File: config.mk
export PLATFORM = sky130hd
export DESIGN_NAME = usb_control_token_regs
export DESIGN_NICKNAME = d
export VERILOG_FILES = /design/src/common/usb_ctl_pkg.sv /design/src/verilog/usb_control_token_regs.sv
export SDC_FILE = /design/constraint.sdc
export NUM_CORES = 1
export LEC_CHECK = 0
export BUFFER_PORTS_ARGS = -buffer_cell sky130_fd_sc_hd__buf_2
export CORE_MARGIN = 1
export CORE_UTILIZATION = 55
export CTS_BUF_LIST = sky130_fd_sc_hd__clkbuf_8
export DETAILED_ROUTE_END_ITERATION = 10
export MAX_ROUTING_LAYER = met4
export PLACE_DENSITY = 0.9
export SLEW_MARGIN = 20
export SYNTH_ARGS = -nofsm -noshare
export SYNTH_HDL_FRONTEND = slang
export SYNTH_SLANG_ARGS = --single-unit
export TNS_END_PERCENT = 20
File: constraint.sdc
create_clock -name core_clk -period 3.9 [get_ports core_clk]
set_clock_uncertainty 0.1 [all_clocks]
set_input_delay 0.585 -clock core_clk [delete_from_list [all_inputs] [get_ports core_clk]]
set_output_delay 0.585 -clock core_clk [all_outputs]
set_load 0.01 [all_outputs]
File: src/common/usb_ctl_pkg.sv
// Purpose: shared constants for the usb control and token register block
// Assumes: classic wishbone, 32-bit data, byte addresses
// Notes:   offsets are word aligned
package usb_ctl_pkg;
   // ------------------------------------------------------------------
   // register offsets
   // ------------------------------------------------------------------
   localparam logic [7:0] OFF_CONTROL  = 8'h00;
   localparam logic [7:0] OFF_ADDRESS  = 8'h04;
   localparam logic [7:0] OFF_FRAME_LO = 8'h08;
   localparam logic [7:0] OFF_FRAME_HI = 8'h0C;
   localparam logic [7:0] OFF_TOKEN    = 8'h10;
   localparam logic [7:0] OFF_CONFIG   = 8'h14;
   localparam logic [7:0] OFF_SUSPEND  = 8'h18;

   // ------------------------------------------------------------------
   // field positions
   // ------------------------------------------------------------------
   localparam int BIT_J_LEVEL   = 7;
   localparam int BIT_SE0       = 6;
   localparam int BIT_HOLD      = 5;
   localparam int BIT_BUS_RESET = 4;
   localparam int BIT_HOST_EN   = 3;
   localparam int BIT_RESUME    = 2;
   localparam int BIT_LOW_SPEED = 7;
   localparam int BIT_EYE       = 7;
   localparam int BIT_OE_MON    = 6;
   localparam int BIT_IDLE_STOP = 4;
   localparam int BIT_AUTO_SUSP = 0;

   // ------------------------------------------------------------------
   // token codes and reset values
   // ------------------------------------------------------------------
   localparam logic [3:0] PID_SETUP = 4'hD;
   localparam logic [3:0] PID_IN    = 4'h9;
   localparam logic [3:0] PID_OUT   = 4'h1;
   localparam logic [7:0] RESET_BYTE = 8'h00;
   localparam logic [1:0] EOP_CYCLES = 2'h2;

   typedef enum logic [1:0] {
      RES_IDLE = 2'b00,
      RES_DRIVE = 2'b01,
      RES_EOP  = 2'b11
   } resume_state_t;
endpackage

File: src/verilog/usb_control_token_regs.sv
// Purpose: control, address, frame, token and config registers of usb block
// Assumes: wishbone classic slave, one clock core_clk at 10 MHz
// Notes:   line levels arrive from pins and pass three flip-flops, then a level register
// Notes on behaviour
// - control bit 6 reads live single-ended zero, both lines low
// - control bit 7 reads live J state flag, read only
// - device mode: setup token sets hold bit; hold stops token processing
// - host mode: bit 5 reads token in progress instead
// - bus reset bit drives reset signalling while 1
// - host enable bit; any change resets host control logic
// - host mode: clearing resume appends a low speed end of packet
// - address bit 7 selects low speed for the next token
// - address low seven bits hold device address, zero after reset
// - frame low byte read only, captured on each start of frame while running
// - frame upper three bits captured together with low byte
// - token upper nibble selects setup, in or out
// - config bit 7 enables eye pattern test
// - config bit 6 lets the output enable monitor signal follow drive
// - config bit 4 halts the block in chip idle mode
// - config bit 0 suspends on sleep, else suspend bit stops usb clock
//
// The Wishbone interface to the registers and the register addresses were left to the implementer.
`timescale 1ns/1ns
module usb_control_token_regs
   import usb_ctl_pkg::*;
(
   input  wire logic        core_clk,
   input  wire logic        rst,
   input  wire logic        cyc_i,
   input  wire logic        stb_i,
   input  wire logic        we_i,
   input  wire logic [7:0]  adr_i,
   input  wire logic [3:0]  sel_i,
   input  wire logic [31:0] dat_i,
   output logic      [31:0] dat_o,
   output logic             ack_o,
   input  wire logic        dPlusIn,
   input  wire logic        dMinusIn,
   input  wire logic        setupSeen,
   input  wire logic        sofSeen,
   input  wire logic [10:0] sofFrame,
   input  wire logic        tokenDone,
   input  wire logic        lineDriving,
   input  wire logic        chipIdle,
   input  wire logic        chipSleep,
   output logic             tokenStart,
   output logic [3:0]       tokenPid,
   output logic [3:0]       tokenEndpoint,
   output logic             tokenLowSpeed,
   output logic             busResetDrive,
   output logic             resumeDrive,
   output logic             lowSpeedEop,
   output logic             hostLogicReset,
   output logic             eyeTestEnable,
   output logic             outputEnableMon_n,
   output logic             processingEnable,
   output logic             usbClockStop
);
   // ------------------------------------------------------------------
   // pin synchronisers
   // ------------------------------------------------------------------
   logic [1:0] pinRaw;
   wire  [1:0] pinLevel;
   logic       dpLevel;
   logic       dmLevel;

   // bit 0 carries the plus line, bit 1 the minus line
   assign pinRaw  = {dMinusIn, dPlusIn};
   assign dpLevel = pinLevel[0];
   assign dmLevel = pinLevel[1];

   // three stages per line; the level moves once stages two and three agree
   // only stage two reads stage one, so a metastable first stage never
   // reaches the line decode
   for (genvar g = 0; g < 2; g++) begin : g_sync
      logic [2:0] stage;
      logic       level;

      always_ff @(posedge core_clk or posedge rst) begin
         if (rst) begin
            stage <= 3'h0;
            level <= 1'b0;
         end else begin
            stage <= {stage[1:0], pinRaw[g]};
            if (stage[1] == stage[2]) level <= stage[2];
         end
      end

      assign pinLevel[g] = level;
   end

   // line state from the settled levels; j is the full speed idle state
   wire seZero  = !dpLevel && !dmLevel;
   wire jLevel  = dpLevel && !dmLevel;

   // ------------------------------------------------------------------
   // bus decode
   // ------------------------------------------------------------------
   // register map, byte 0 of each word only, upper bytes read 0:
   //   0x00 control : 7 j level, 6 single ended zero, 5 hold or busy,
   //                  4 bus reset, 3 host enable, 2 resume
   //   0x04 address : 7 low speed next token, 6-0 function address
   //   0x08 frame lo: frame number bits 7-0, read only
   //   0x0C frame hi: frame number bits 10-8, read only
   //   0x10 token   : 7-4 token code, 3-0 endpoint
   //   0x14 config  : 7 eye test, 6 oe monitor, 4 idle stop, 0 auto suspend
   //   0x18 suspend : 0 suspend request, stops the usb clock
   // unmapped words read 0 and ignore writes

   // byte address match, shared by write strobes and read decode
   function automatic logic regHit(input logic [7:0] adr,
                                   input logic [7:0] off);
      return adr == off;
   endfunction

   // a request is taken once per strobe: the ack it raises masks it
   wire req     = cyc_i && stb_i && !ack_o;
   // only the low byte lane holds bits, so writes need it
   wire wrLow   = req && we_i && sel_i[0];
   wire hitCtl  = regHit(adr_i, OFF_CONTROL);
   wire hitAdr  = regHit(adr_i, OFF_ADDRESS);
   wire hitFrl  = regHit(adr_i, OFF_FRAME_LO);
   wire hitFrh  = regHit(adr_i, OFF_FRAME_HI);
   wire hitTok  = regHit(adr_i, OFF_TOKEN);
   wire hitCfg  = regHit(adr_i, OFF_CONFIG);
   wire hitSus  = regHit(adr_i, OFF_SUSPEND);
   // write strobes, one per writable word
   wire wrCtl   = wrLow && hitCtl;
   wire wrAdr   = wrLow && hitAdr;
   wire wrTok   = wrLow && hitTok;
   wire wrCfg   = wrLow && hitCfg;
   wire wrSus   = wrLow && hitSus;

   // ------------------------------------------------------------------
   // registers
   // ------------------------------------------------------------------
   // software visible state
   logic       hold;
   logic       busReset;
   logic       hostEnable;
   logic       resume;
   logic [7:0] address;
   logic [7:0] frameLow;
   logic [2:0] frameHigh;
   logic [7:0] token;
   logic [7:0] config1;
   logic       suspendReq;
   logic       tokenBusy;
   resume_state_t resState;
   resume_state_t next_resState;
   logic [1:0] eopCount;

   // the host role is the enable bit itself, named for readability
   wire hostMode   = hostEnable;
   wire newHostEn  = wrCtl ? dat_i[BIT_HOST_EN] : hostEnable;
   wire hostToggle = wrCtl && (dat_i[BIT_HOST_EN] != hostEnable);
   // power gating: idle stop, sleep with auto suspend, or the suspend bit
   wire idleHalt   = config1[BIT_IDLE_STOP] && chipIdle;
   wire autoSusp   = config1[BIT_AUTO_SUSP] && chipSleep;
   wire running    = !idleHalt && !autoSusp && !suspendReq;

   // control bits written by software
   // resume and bus reset are plain levels, their timing is software's
   always_ff @(posedge core_clk or posedge rst) begin
      if (rst) begin
         busReset   <= 1'b0;
         hostEnable <= 1'b0;
         resume     <= 1'b0;
      end else if (wrCtl) begin
         busReset   <= dat_i[BIT_BUS_RESET];
         hostEnable <= dat_i[BIT_HOST_EN];
         resume     <= dat_i[BIT_RESUME];
      end
   end

   // hold flag: setup event wins over a software clear
   // software moves it only in device mode; in host mode the bit reads busy
   // a setup is dropped in host mode unless the host enable is being written to 0, and while it is being written to 1
   always_ff @(posedge core_clk or posedge rst) begin
      if (rst) begin
         hold <= 1'b0;
      end else if (!newHostEn && setupSeen && running) begin
         hold <= 1'b1;
      end else if (wrCtl && !hostMode) begin
         hold <= dat_i[BIT_HOLD];
      end
   end

   // address and config
   // config keeps its four implemented bits; suspend has its own word
   // bit 7 of address doubles as the low speed choice for tokens
   always_ff @(posedge core_clk or posedge rst) begin
      if (rst) begin
         address    <= RESET_BYTE;
         config1    <= RESET_BYTE;
         suspendReq <= 1'b0;
      end else begin
         if (wrAdr) address <= dat_i[7:0];
         if (wrCfg) config1 <= dat_i[7:0] & 8'hD1;
         if (wrSus) suspendReq <= dat_i[0];
      end
   end

   // frame number captured as one word on start of frame
   // both halves load at one edge, so the two registers never hold a torn number
   // a halted block keeps the last frame number
   always_ff @(posedge core_clk or posedge rst) begin
      if (rst) begin
         frameLow  <= RESET_BYTE;
         frameHigh <= 3'h0;
      end else if (sofSeen && running) begin
         frameLow  <= sofFrame[7:0];
         frameHigh <= sofFrame[10:8];
      end
   end

   // token handshake with the engine:
   //   host mode write    -> tokenStart for one cycle, busy set at once
   //   tokenDone pulse    -> busy clears, software may write the next token
   //   host enable change -> busy clears and no start is issued
   // token register and busy flag; completion clears, host toggle resets
   always_ff @(posedge core_clk or posedge rst) begin
      if (rst) begin
         token     <= RESET_BYTE;
         tokenBusy <= 1'b0;
      end else begin
         if (wrTok) token <= dat_i[7:0];
         if (hostToggle) begin
            tokenBusy <= 1'b0;
         end else if (wrTok && hostMode && running) begin
            tokenBusy <= 1'b1;
         end else if (tokenDone) begin
            tokenBusy <= 1'b0;
         end
      end
   end

   // start pulse to the token engine, data from flip-flops
   // a token written while halted is kept but never started
   // pid, endpoint and speed stand until the next token write
   always_ff @(posedge core_clk or posedge rst) begin
      if (rst) begin
         tokenStart    <= 1'b0;
         tokenPid      <= 4'h0;
         tokenEndpoint <= 4'h0;
         tokenLowSpeed <= 1'b0;
      end else begin
         tokenStart <= wrTok && hostMode && running && !hostToggle;
         if (wrTok) begin
            tokenPid      <= dat_i[7:4];
            tokenEndpoint <= dat_i[3:0];
            tokenLowSpeed <= address[BIT_LOW_SPEED];
         end
      end
   end

   // ------------------------------------------------------------------
   // resume sequencer
   // ------------------------------------------------------------------
   // idle -> drive while the resume bit is set -> end of packet for
   // EOP_CYCLES cycles in host mode -> idle; device mode skips the eop.
   // the resume length itself is timed by software, not by this block
   // the state codes are gray except on the return from eop to idle
   always_comb begin
      next_resState = resState;
      case (resState)
         RES_IDLE: begin
            if (resume) next_resState = RES_DRIVE;
         end
         RES_DRIVE: begin
            if (!resume && hostMode) next_resState = RES_EOP;
            else if (!resume) next_resState = RES_IDLE;
         end
         RES_EOP: begin
            if (eopCount == EOP_CYCLES - 2'h1) next_resState = RES_IDLE;
         end
         default: next_resState = RES_IDLE;
      endcase
   end

   // state and eop counter; a host enable change drops back to idle
   always_ff @(posedge core_clk or posedge rst) begin
      if (rst) begin
         resState <= RES_IDLE;
         eopCount <= 2'h0;
      end else if (hostToggle) begin
         resState <= RES_IDLE;
         eopCount <= 2'h0;
      end else begin
         resState <= next_resState;
         eopCount <= (resState == RES_EOP) ? eopCount + 2'h1 : 2'h0;
      end
   end

   // ------------------------------------------------------------------
   // outputs to the line and power logic
   // ------------------------------------------------------------------
   // every line and power output is registered, so no decode glitch
   // outputEnableMon_n is active low and rests high
   always_ff @(posedge core_clk or posedge rst) begin
      if (rst) begin
         busResetDrive     <= 1'b0;
         resumeDrive       <= 1'b0;
         lowSpeedEop       <= 1'b0;
         hostLogicReset    <= 1'b0;
         eyeTestEnable     <= 1'b0;
         outputEnableMon_n <= 1'b1;
         processingEnable  <= 1'b0;
         usbClockStop      <= 1'b0;
      end else begin
         busResetDrive  <= busReset;
         resumeDrive    <= (resState == RES_DRIVE);
         lowSpeedEop    <= (resState == RES_EOP);
         hostLogicReset <= hostToggle;
         eyeTestEnable  <= config1[BIT_EYE];
         outputEnableMon_n <= !(config1[BIT_OE_MON] && lineDriving);
         processingEnable  <= running && (hostMode || !hold);
         usbClockStop   <= suspendReq || autoSusp;
      end
   end

   // ------------------------------------------------------------------
   // read mux and ack
   // ------------------------------------------------------------------
   wire [7:0] ctlRead = {jLevel, seZero,
                         hostMode ? tokenBusy : hold,
                         busReset, hostEnable, resume, 2'h0};

   // read decode, one register per word, unmapped words read zero
   logic [7:0] readByte;

   always_comb begin
      readByte = 8'h00;
      if (hitCtl) begin
         readByte = ctlRead;
      end else if (hitAdr) begin
         readByte = address;
      end else if (hitFrl) begin
         readByte = frameLow;
      end else if (hitFrh) begin
         readByte = {5'h00, frameHigh};
      end else if (hitTok) begin
         readByte = token;
      end else if (hitCfg) begin
         readByte = config1;
      end else if (hitSus) begin
         readByte = {7'h00, suspendReq};
      end
   end

   // one wait-free answer: ack one cycle after the request is seen
   // writes land at the edge that raises ack; read data stands with it
   // a read of an unmapped word still answers, with zero
   always_ff @(posedge core_clk or posedge rst) begin
      if (rst) begin
         ack_o <= 1'b0;
         dat_o <= 32'h0000_0000;
      end else begin
         ack_o <= req;
         if (req && !we_i) dat_o <= {24'h000000, readByte};
      end
   end

   // ------------------------------------------------------------------
   // elaboration checks
   // ------------------------------------------------------------------
   // the eop counter needs at least one cycle to count
   if (EOP_CYCLES == 2'h0) begin : g_bad_eop
      $error("end of packet length must be at least one cycle");
   end
   // the read and write decode only serves fields inside byte 0
   if (BIT_J_LEVEL > 7 || BIT_LOW_SPEED > 7 || BIT_EYE > 7 ||
       BIT_OE_MON > 7 || BIT_IDLE_STOP > 7) begin : g_bad_field
      $error("field positions must lie in the low byte");
   end
endmodule

# Word-level counts from Yosys, hierarchy flattened
# Index checks and enable logic that the tools add are counted.
[classes] n_addsub=1 eq_ne=15 n_mux=22 n_reduce_logical=47
[ops] op="$mux W8" count=6
[ops] op="$logic_and A1 B1 Y1" count=27
[ops] op="$eq A8 B5 Y1 const B" count=3
[ops] op="$eq A8 B4 Y1 const B" count=2
[ops] op="$mux W2" count=7
[ops] op="$logic_not A1 Y1" count=13
[ops] op="$eq A8 B3 Y1 const B" count=1
[ops] op="$logic_not A8 Y1" count=1
[ops] op="$mux W1" count=8
[ops] op="$ne A3 B3 Y1 const B" count=2
[ops] op="$pmux W2 S3" count=1
[ops] op="$eq A2 B1 Y1 const B" count=2
[ops] op="$ne A4 B4 Y1 const B" count=1
[ops] op="$reduce_and A3 Y1" count=1
[ops] op="$reduce_bool A3 Y1" count=1
[ops] op="$add A2 B1 Y2 const B" count=1
[ops] op="$eq A1 B1 Y1" count=2
[ops] op="$eq A2 B2 Y1 const B" count=1
[ops] op="$logic_not A2 Y1" count=1
[ops] op="$logic_or A1 B1 Y1" count=2
[ops] op="$reduce_bool A2 Y1" count=1
[ops] op="$ne A1 B1 Y1" count=1
[word_totals] ff_bits=76 inputBits=68 word_cells=116

# Depth between registers and ports, before layout
[depth] ltp_word=10 depth_mapped=6 depth_no_buf=5

# Worst setup path after synthesis
# No wires, ideal clock.
[synth_path] path_type="input -> register" from="in adr_i[2]" to="reg token[0]" setup_ns=0.125 t_arrival_ns=2.118 required_time_ns=3.675 slack_ns=1.557 cell_stages=5 n_path_buf=2 path_cell_list="buf_6 -> or4_1 -> buf_2 -> nor4_4 -> mux2_2"
[synth_via] elab_chain_cells=2
[synth_lines] item="start, declared" line_no="usb_control_token_regs.sv:32" rtl="input wire logic [7:0] adr_i,"
[synth_lines] item="$eq A8 B5 Y1" line_no="usb_control_token_regs.sv:113" rtl="return adr == off;"
[synth_lines] item="$logic_and A1 B1 Y1" line_no="usb_control_token_regs.sv:130" rtl="wire wrTok = wrLow && hitTok;"
[synth_lines] item="end signal, assigned" line_no="usb_control_token_regs.sv:227" rtl="if (wrTok) token <= dat_i[7:0];"
[synth_lines] item="end, declared" line_no="usb_control_token_regs.sv:145" rtl="logic [7:0] token;"
# Every way passes these cells.
# A chain may end at the register's enable or synchronous reset.

# Worst setup path after layout
[layout_path] from="in adr_i[2]" to="reg token[6]"
# The elaborated chain is that of the path after synthesis.

==> results.tsv <==
stage	metric	value	unit
outcome	outcome	completed	
floorplan	initial_core_util	56.85	%
synth	yosysTopAreaCell	dfrtp_1	
power_and_ir_drop	power.total	1678	µW
placed_design	gp_congestion	0.8601	
cells_and_area	stdcell_area	3700	µm²
routing	wl	6676	µm
sta	worstMarginPinSlew	0.9503	ns
synth	synth.top_cell.area_share	53.56	%
grt	grt_usage	24.79	%
hold_path	holdPathStages	0	
cells_and_area	drive_gt1_share	38.51	%
hold_path	whs_endpoint	g_sync[0].stage[1]	
synth	synth_area_per_cell	12.04	µm²
grt	grt_pass1_wl	10740	µm
routing	drtAntennaViolNets	0	
worst_setup_path	cp-end-kind	register	
synth	yosysSeqAreaShare	54.40	%
clock_network	cts.repair.resized	0	
clock_network	htreeDepth	3	
clock_network	clk_pin_slew	0.08	ns
routing	met2_length	3275	µm
routing	top_layer	met4	
sta	fmax	0.3981	GHz
floorplan	die_x	77.45	µm
clock_network	cts_sinks	68	
grt	grt_max_degree	48	
cells_and_area	layoutNonFillerInstCount	407	
worst_setup_path	r2r-start	ack_o	
sta	setup_viol	0	
worst_setup_path	arrival	2.64	ns
routing	drt-wirelength-per-cell	16.40	µm
cells_and_area	n_fill_cell	417	
sta	relSlewSlack	36.56	%
synth	synthArstFlopShare	100.0	%
placed_design	io_buffer_count	67	
worst_setup_path	max_stage_delay	0.72	ns
synth	netlist_area	3131	µm²
routing	drc	0	
cells_and_area	fin_nets	399	
worst_setup_path	critPathTopFamily	simple AND/OR/NAND/NOR gates	
power_and_ir_drop	powerDensity	453.4	nW/µm²
synth	yosys_warnings	0	
sta	finalHoldViolCount	0	
worst_setup_path	startpoint	adr_i[2]	
worst_setup_path	crit_slowest_cell	nor4_4	
worst_setup_path	r2r-end	address[3]	
clock_network	clock_latency	0.34	ns
placed_design	place_area	3431	µm²
power_and_ir_drop	ir_drop	366.8	µV
synth	netlist_top_cells_area	dfrtp_1 54%, mux2_2 12%, buf_4 5.8%	
clock_network	postCtsSetupBuffers	0	
floorplan	core.rowCount	27	
routing	firstDrtPassIters	4	
synth	synthCells	260	
floorplan	die-height	77.45	µm
clock_network	clock-root-buffer	clkbuf_8	
clock_network	clk_path_buf_depth	2	
routing	viasPerCell	5.536	
sta	post-route-period-util	64.41	%
worst_setup_path	crit_fanout	18	
cells_and_area	mostFrequentLayoutCells	67 x dfrtp_1, 67 x buf_2, 33 x mux2_2	
synth	ys_types	50	
worst_setup_path	reg2reg_depth	5	
floorplan	design.portCount	119	
routing	drtIter0Drc	178	
sta	period_minus_slack	2.512	ns
sta	slew_violations	0	
synth	synth_edf_count	0	
hold_path	min-delay-start	g_sync[0].stage[0]	
grt	grt_antenna_before_repair	0	
worst_setup_path	r2r_setup_slack	1.63	ns
hold_path	hold_path_class	reg2reg	
cells_and_area	diodes	0	
sta	setup_tns	0	ns
cells_and_area	final_util	67.19	%
cells_and_area	synthToLayoutAreaGrowth	18.19	%
grt	grt_pass1_vias	2169	
sta	rsz0062_at_grt	false	
clock_network	cts_hold_buf	0	
placed_design	dp.cells	391	
synth	ys.flop_type	dfrtp_1	
floorplan	core_area	5507	µm²
flow_run	maxCapViolCount	0	
worst_setup_path	worstSetupPathType	in2reg	
clock_network	cts-buffers-inserted	9	
worst_setup_path	cp_num_buf_inv	1	
worst_setup_path	crit_required	4.03	ns
clock_network	cts_tree	built	
synth	synth_seq_cells	68	
routing	met1_length	2811	µm
routing	wl_met3	410	µm
routing	vias	2253	
power_and_ir_drop	power_leakage	0.001839	µW
grt	grt_overflow	0	
floorplan	die_area	5998	µm²
worst_setup_path	startpoint_type	input pin	
placed_design	hpwl	4725	µm
worst_setup_path	crit_path_cell_trace	buf_2 > or4_1 > nor4_4 > mux2_2	
## layer usage
metal	vias to the layer above	track usage [%]
li1	1029	-
met1	1096	31.78
met2	107	36.55
met3	21	7.059
met4	0	11.51
met5	-	-
## synthesized netlist by cell type, types with 4 or more instances
cell type	number
nand3_1	8
nor3_1	8
dfrtp_1	67
a21oi_1	8
and2_1	4
clkbuf_1	5
mux2_2	33
buf_4	24
inv_1	7
mux2i_1	4
o21ai_0	5
nand2_1	18
nor2_1	10
## sequential cells by signal, indices dropped and copies added (netlist names), 2 cells and up
| signal | cells |
|---|---|
| eopCount | 2 |
| g_sync.stage | 6 |
| token | 8 |
| dat_o | 8 |
| address | 8 |
| frameLow | 8 |
| resState | 2 |
| frameHigh | 3 |
| config1 | 4 |
## kinds of logic (layout without fill, tap and decap cells)
kind of cell	Yosys count	after routing	share of synthesized area [%]
AND/OR/NAND/NOR	70	70	13.27
flip-flops	68	68	54.40
AO/OA/AOI/OAI	40	40	9.193
buffers and inverters	39	91	7.834
multiplexers	38	38	13.87
adder cells (fa/ha/maj)	3	3	1.039
other	1	24	0.1198
XOR/XNOR	1	1	0.2798
## worst reg2reg max path, cell delays in order (launching register included)
cell and delay (ns):
dfrtp_1 0.39, nand3b_1 0.31, inv_1 0.22, nand2_1 0.10, nor3_2 0.63, mux2_2 0.42
## worst max-delay path by stage
| stage | to | cells after the start | slack [ns] |
|---|---|---|---|
| floorplan | ack_o | 1 | 1.51 |
| finish | token[6] | 4 | 1.39 |
| CTS | token[6] | 4 | 1.41 |
| global placement | tokenLowSpeed | 4 | 1.10 |
| global route | token[6] | 4 | 1.35 |
| detailed placement | token[6] | 4 | 1.04 |
## cell type report
class / instances / area [µm²] / area share (%)
Timing Repair Buffer: 68 / 342.8 / 9.266
Sequential cell: 68 / 1703 / 46.03
Tap cell: 72 / 90.09 / 2.435
Clock inverter: 7 / 138.9 / 3.754
Clock buffer: 9 / 123.9 / 3.348
Inverter: 7 / 26.28 / 0.7102
Multi-Input combinational cell: 176 / 1275 / 34.46
## where the power goes
part           internal [µW]  leakage [µW]  switching [µW]  total (µW)
clock network            488      0.000133             268         757
logic                   61.7      0.000836            91.1         153
registers                745      0.000870            23.2         768
total                   1290       0.00184             383        1680
## through the flow
stage          hold slack [ns]  setup WS (ns)
2_1_floorplan           0.2312          1.505
3_3_place_gp            0.2368          1.103
3_5_place_dp            0.2385          1.043
4_1_cts                 0.2420          1.411
5_1_grt                 0.2388          1.346
6_report                0.2456          1.388
Note: power is estimated with default switching activity, not from simulation.
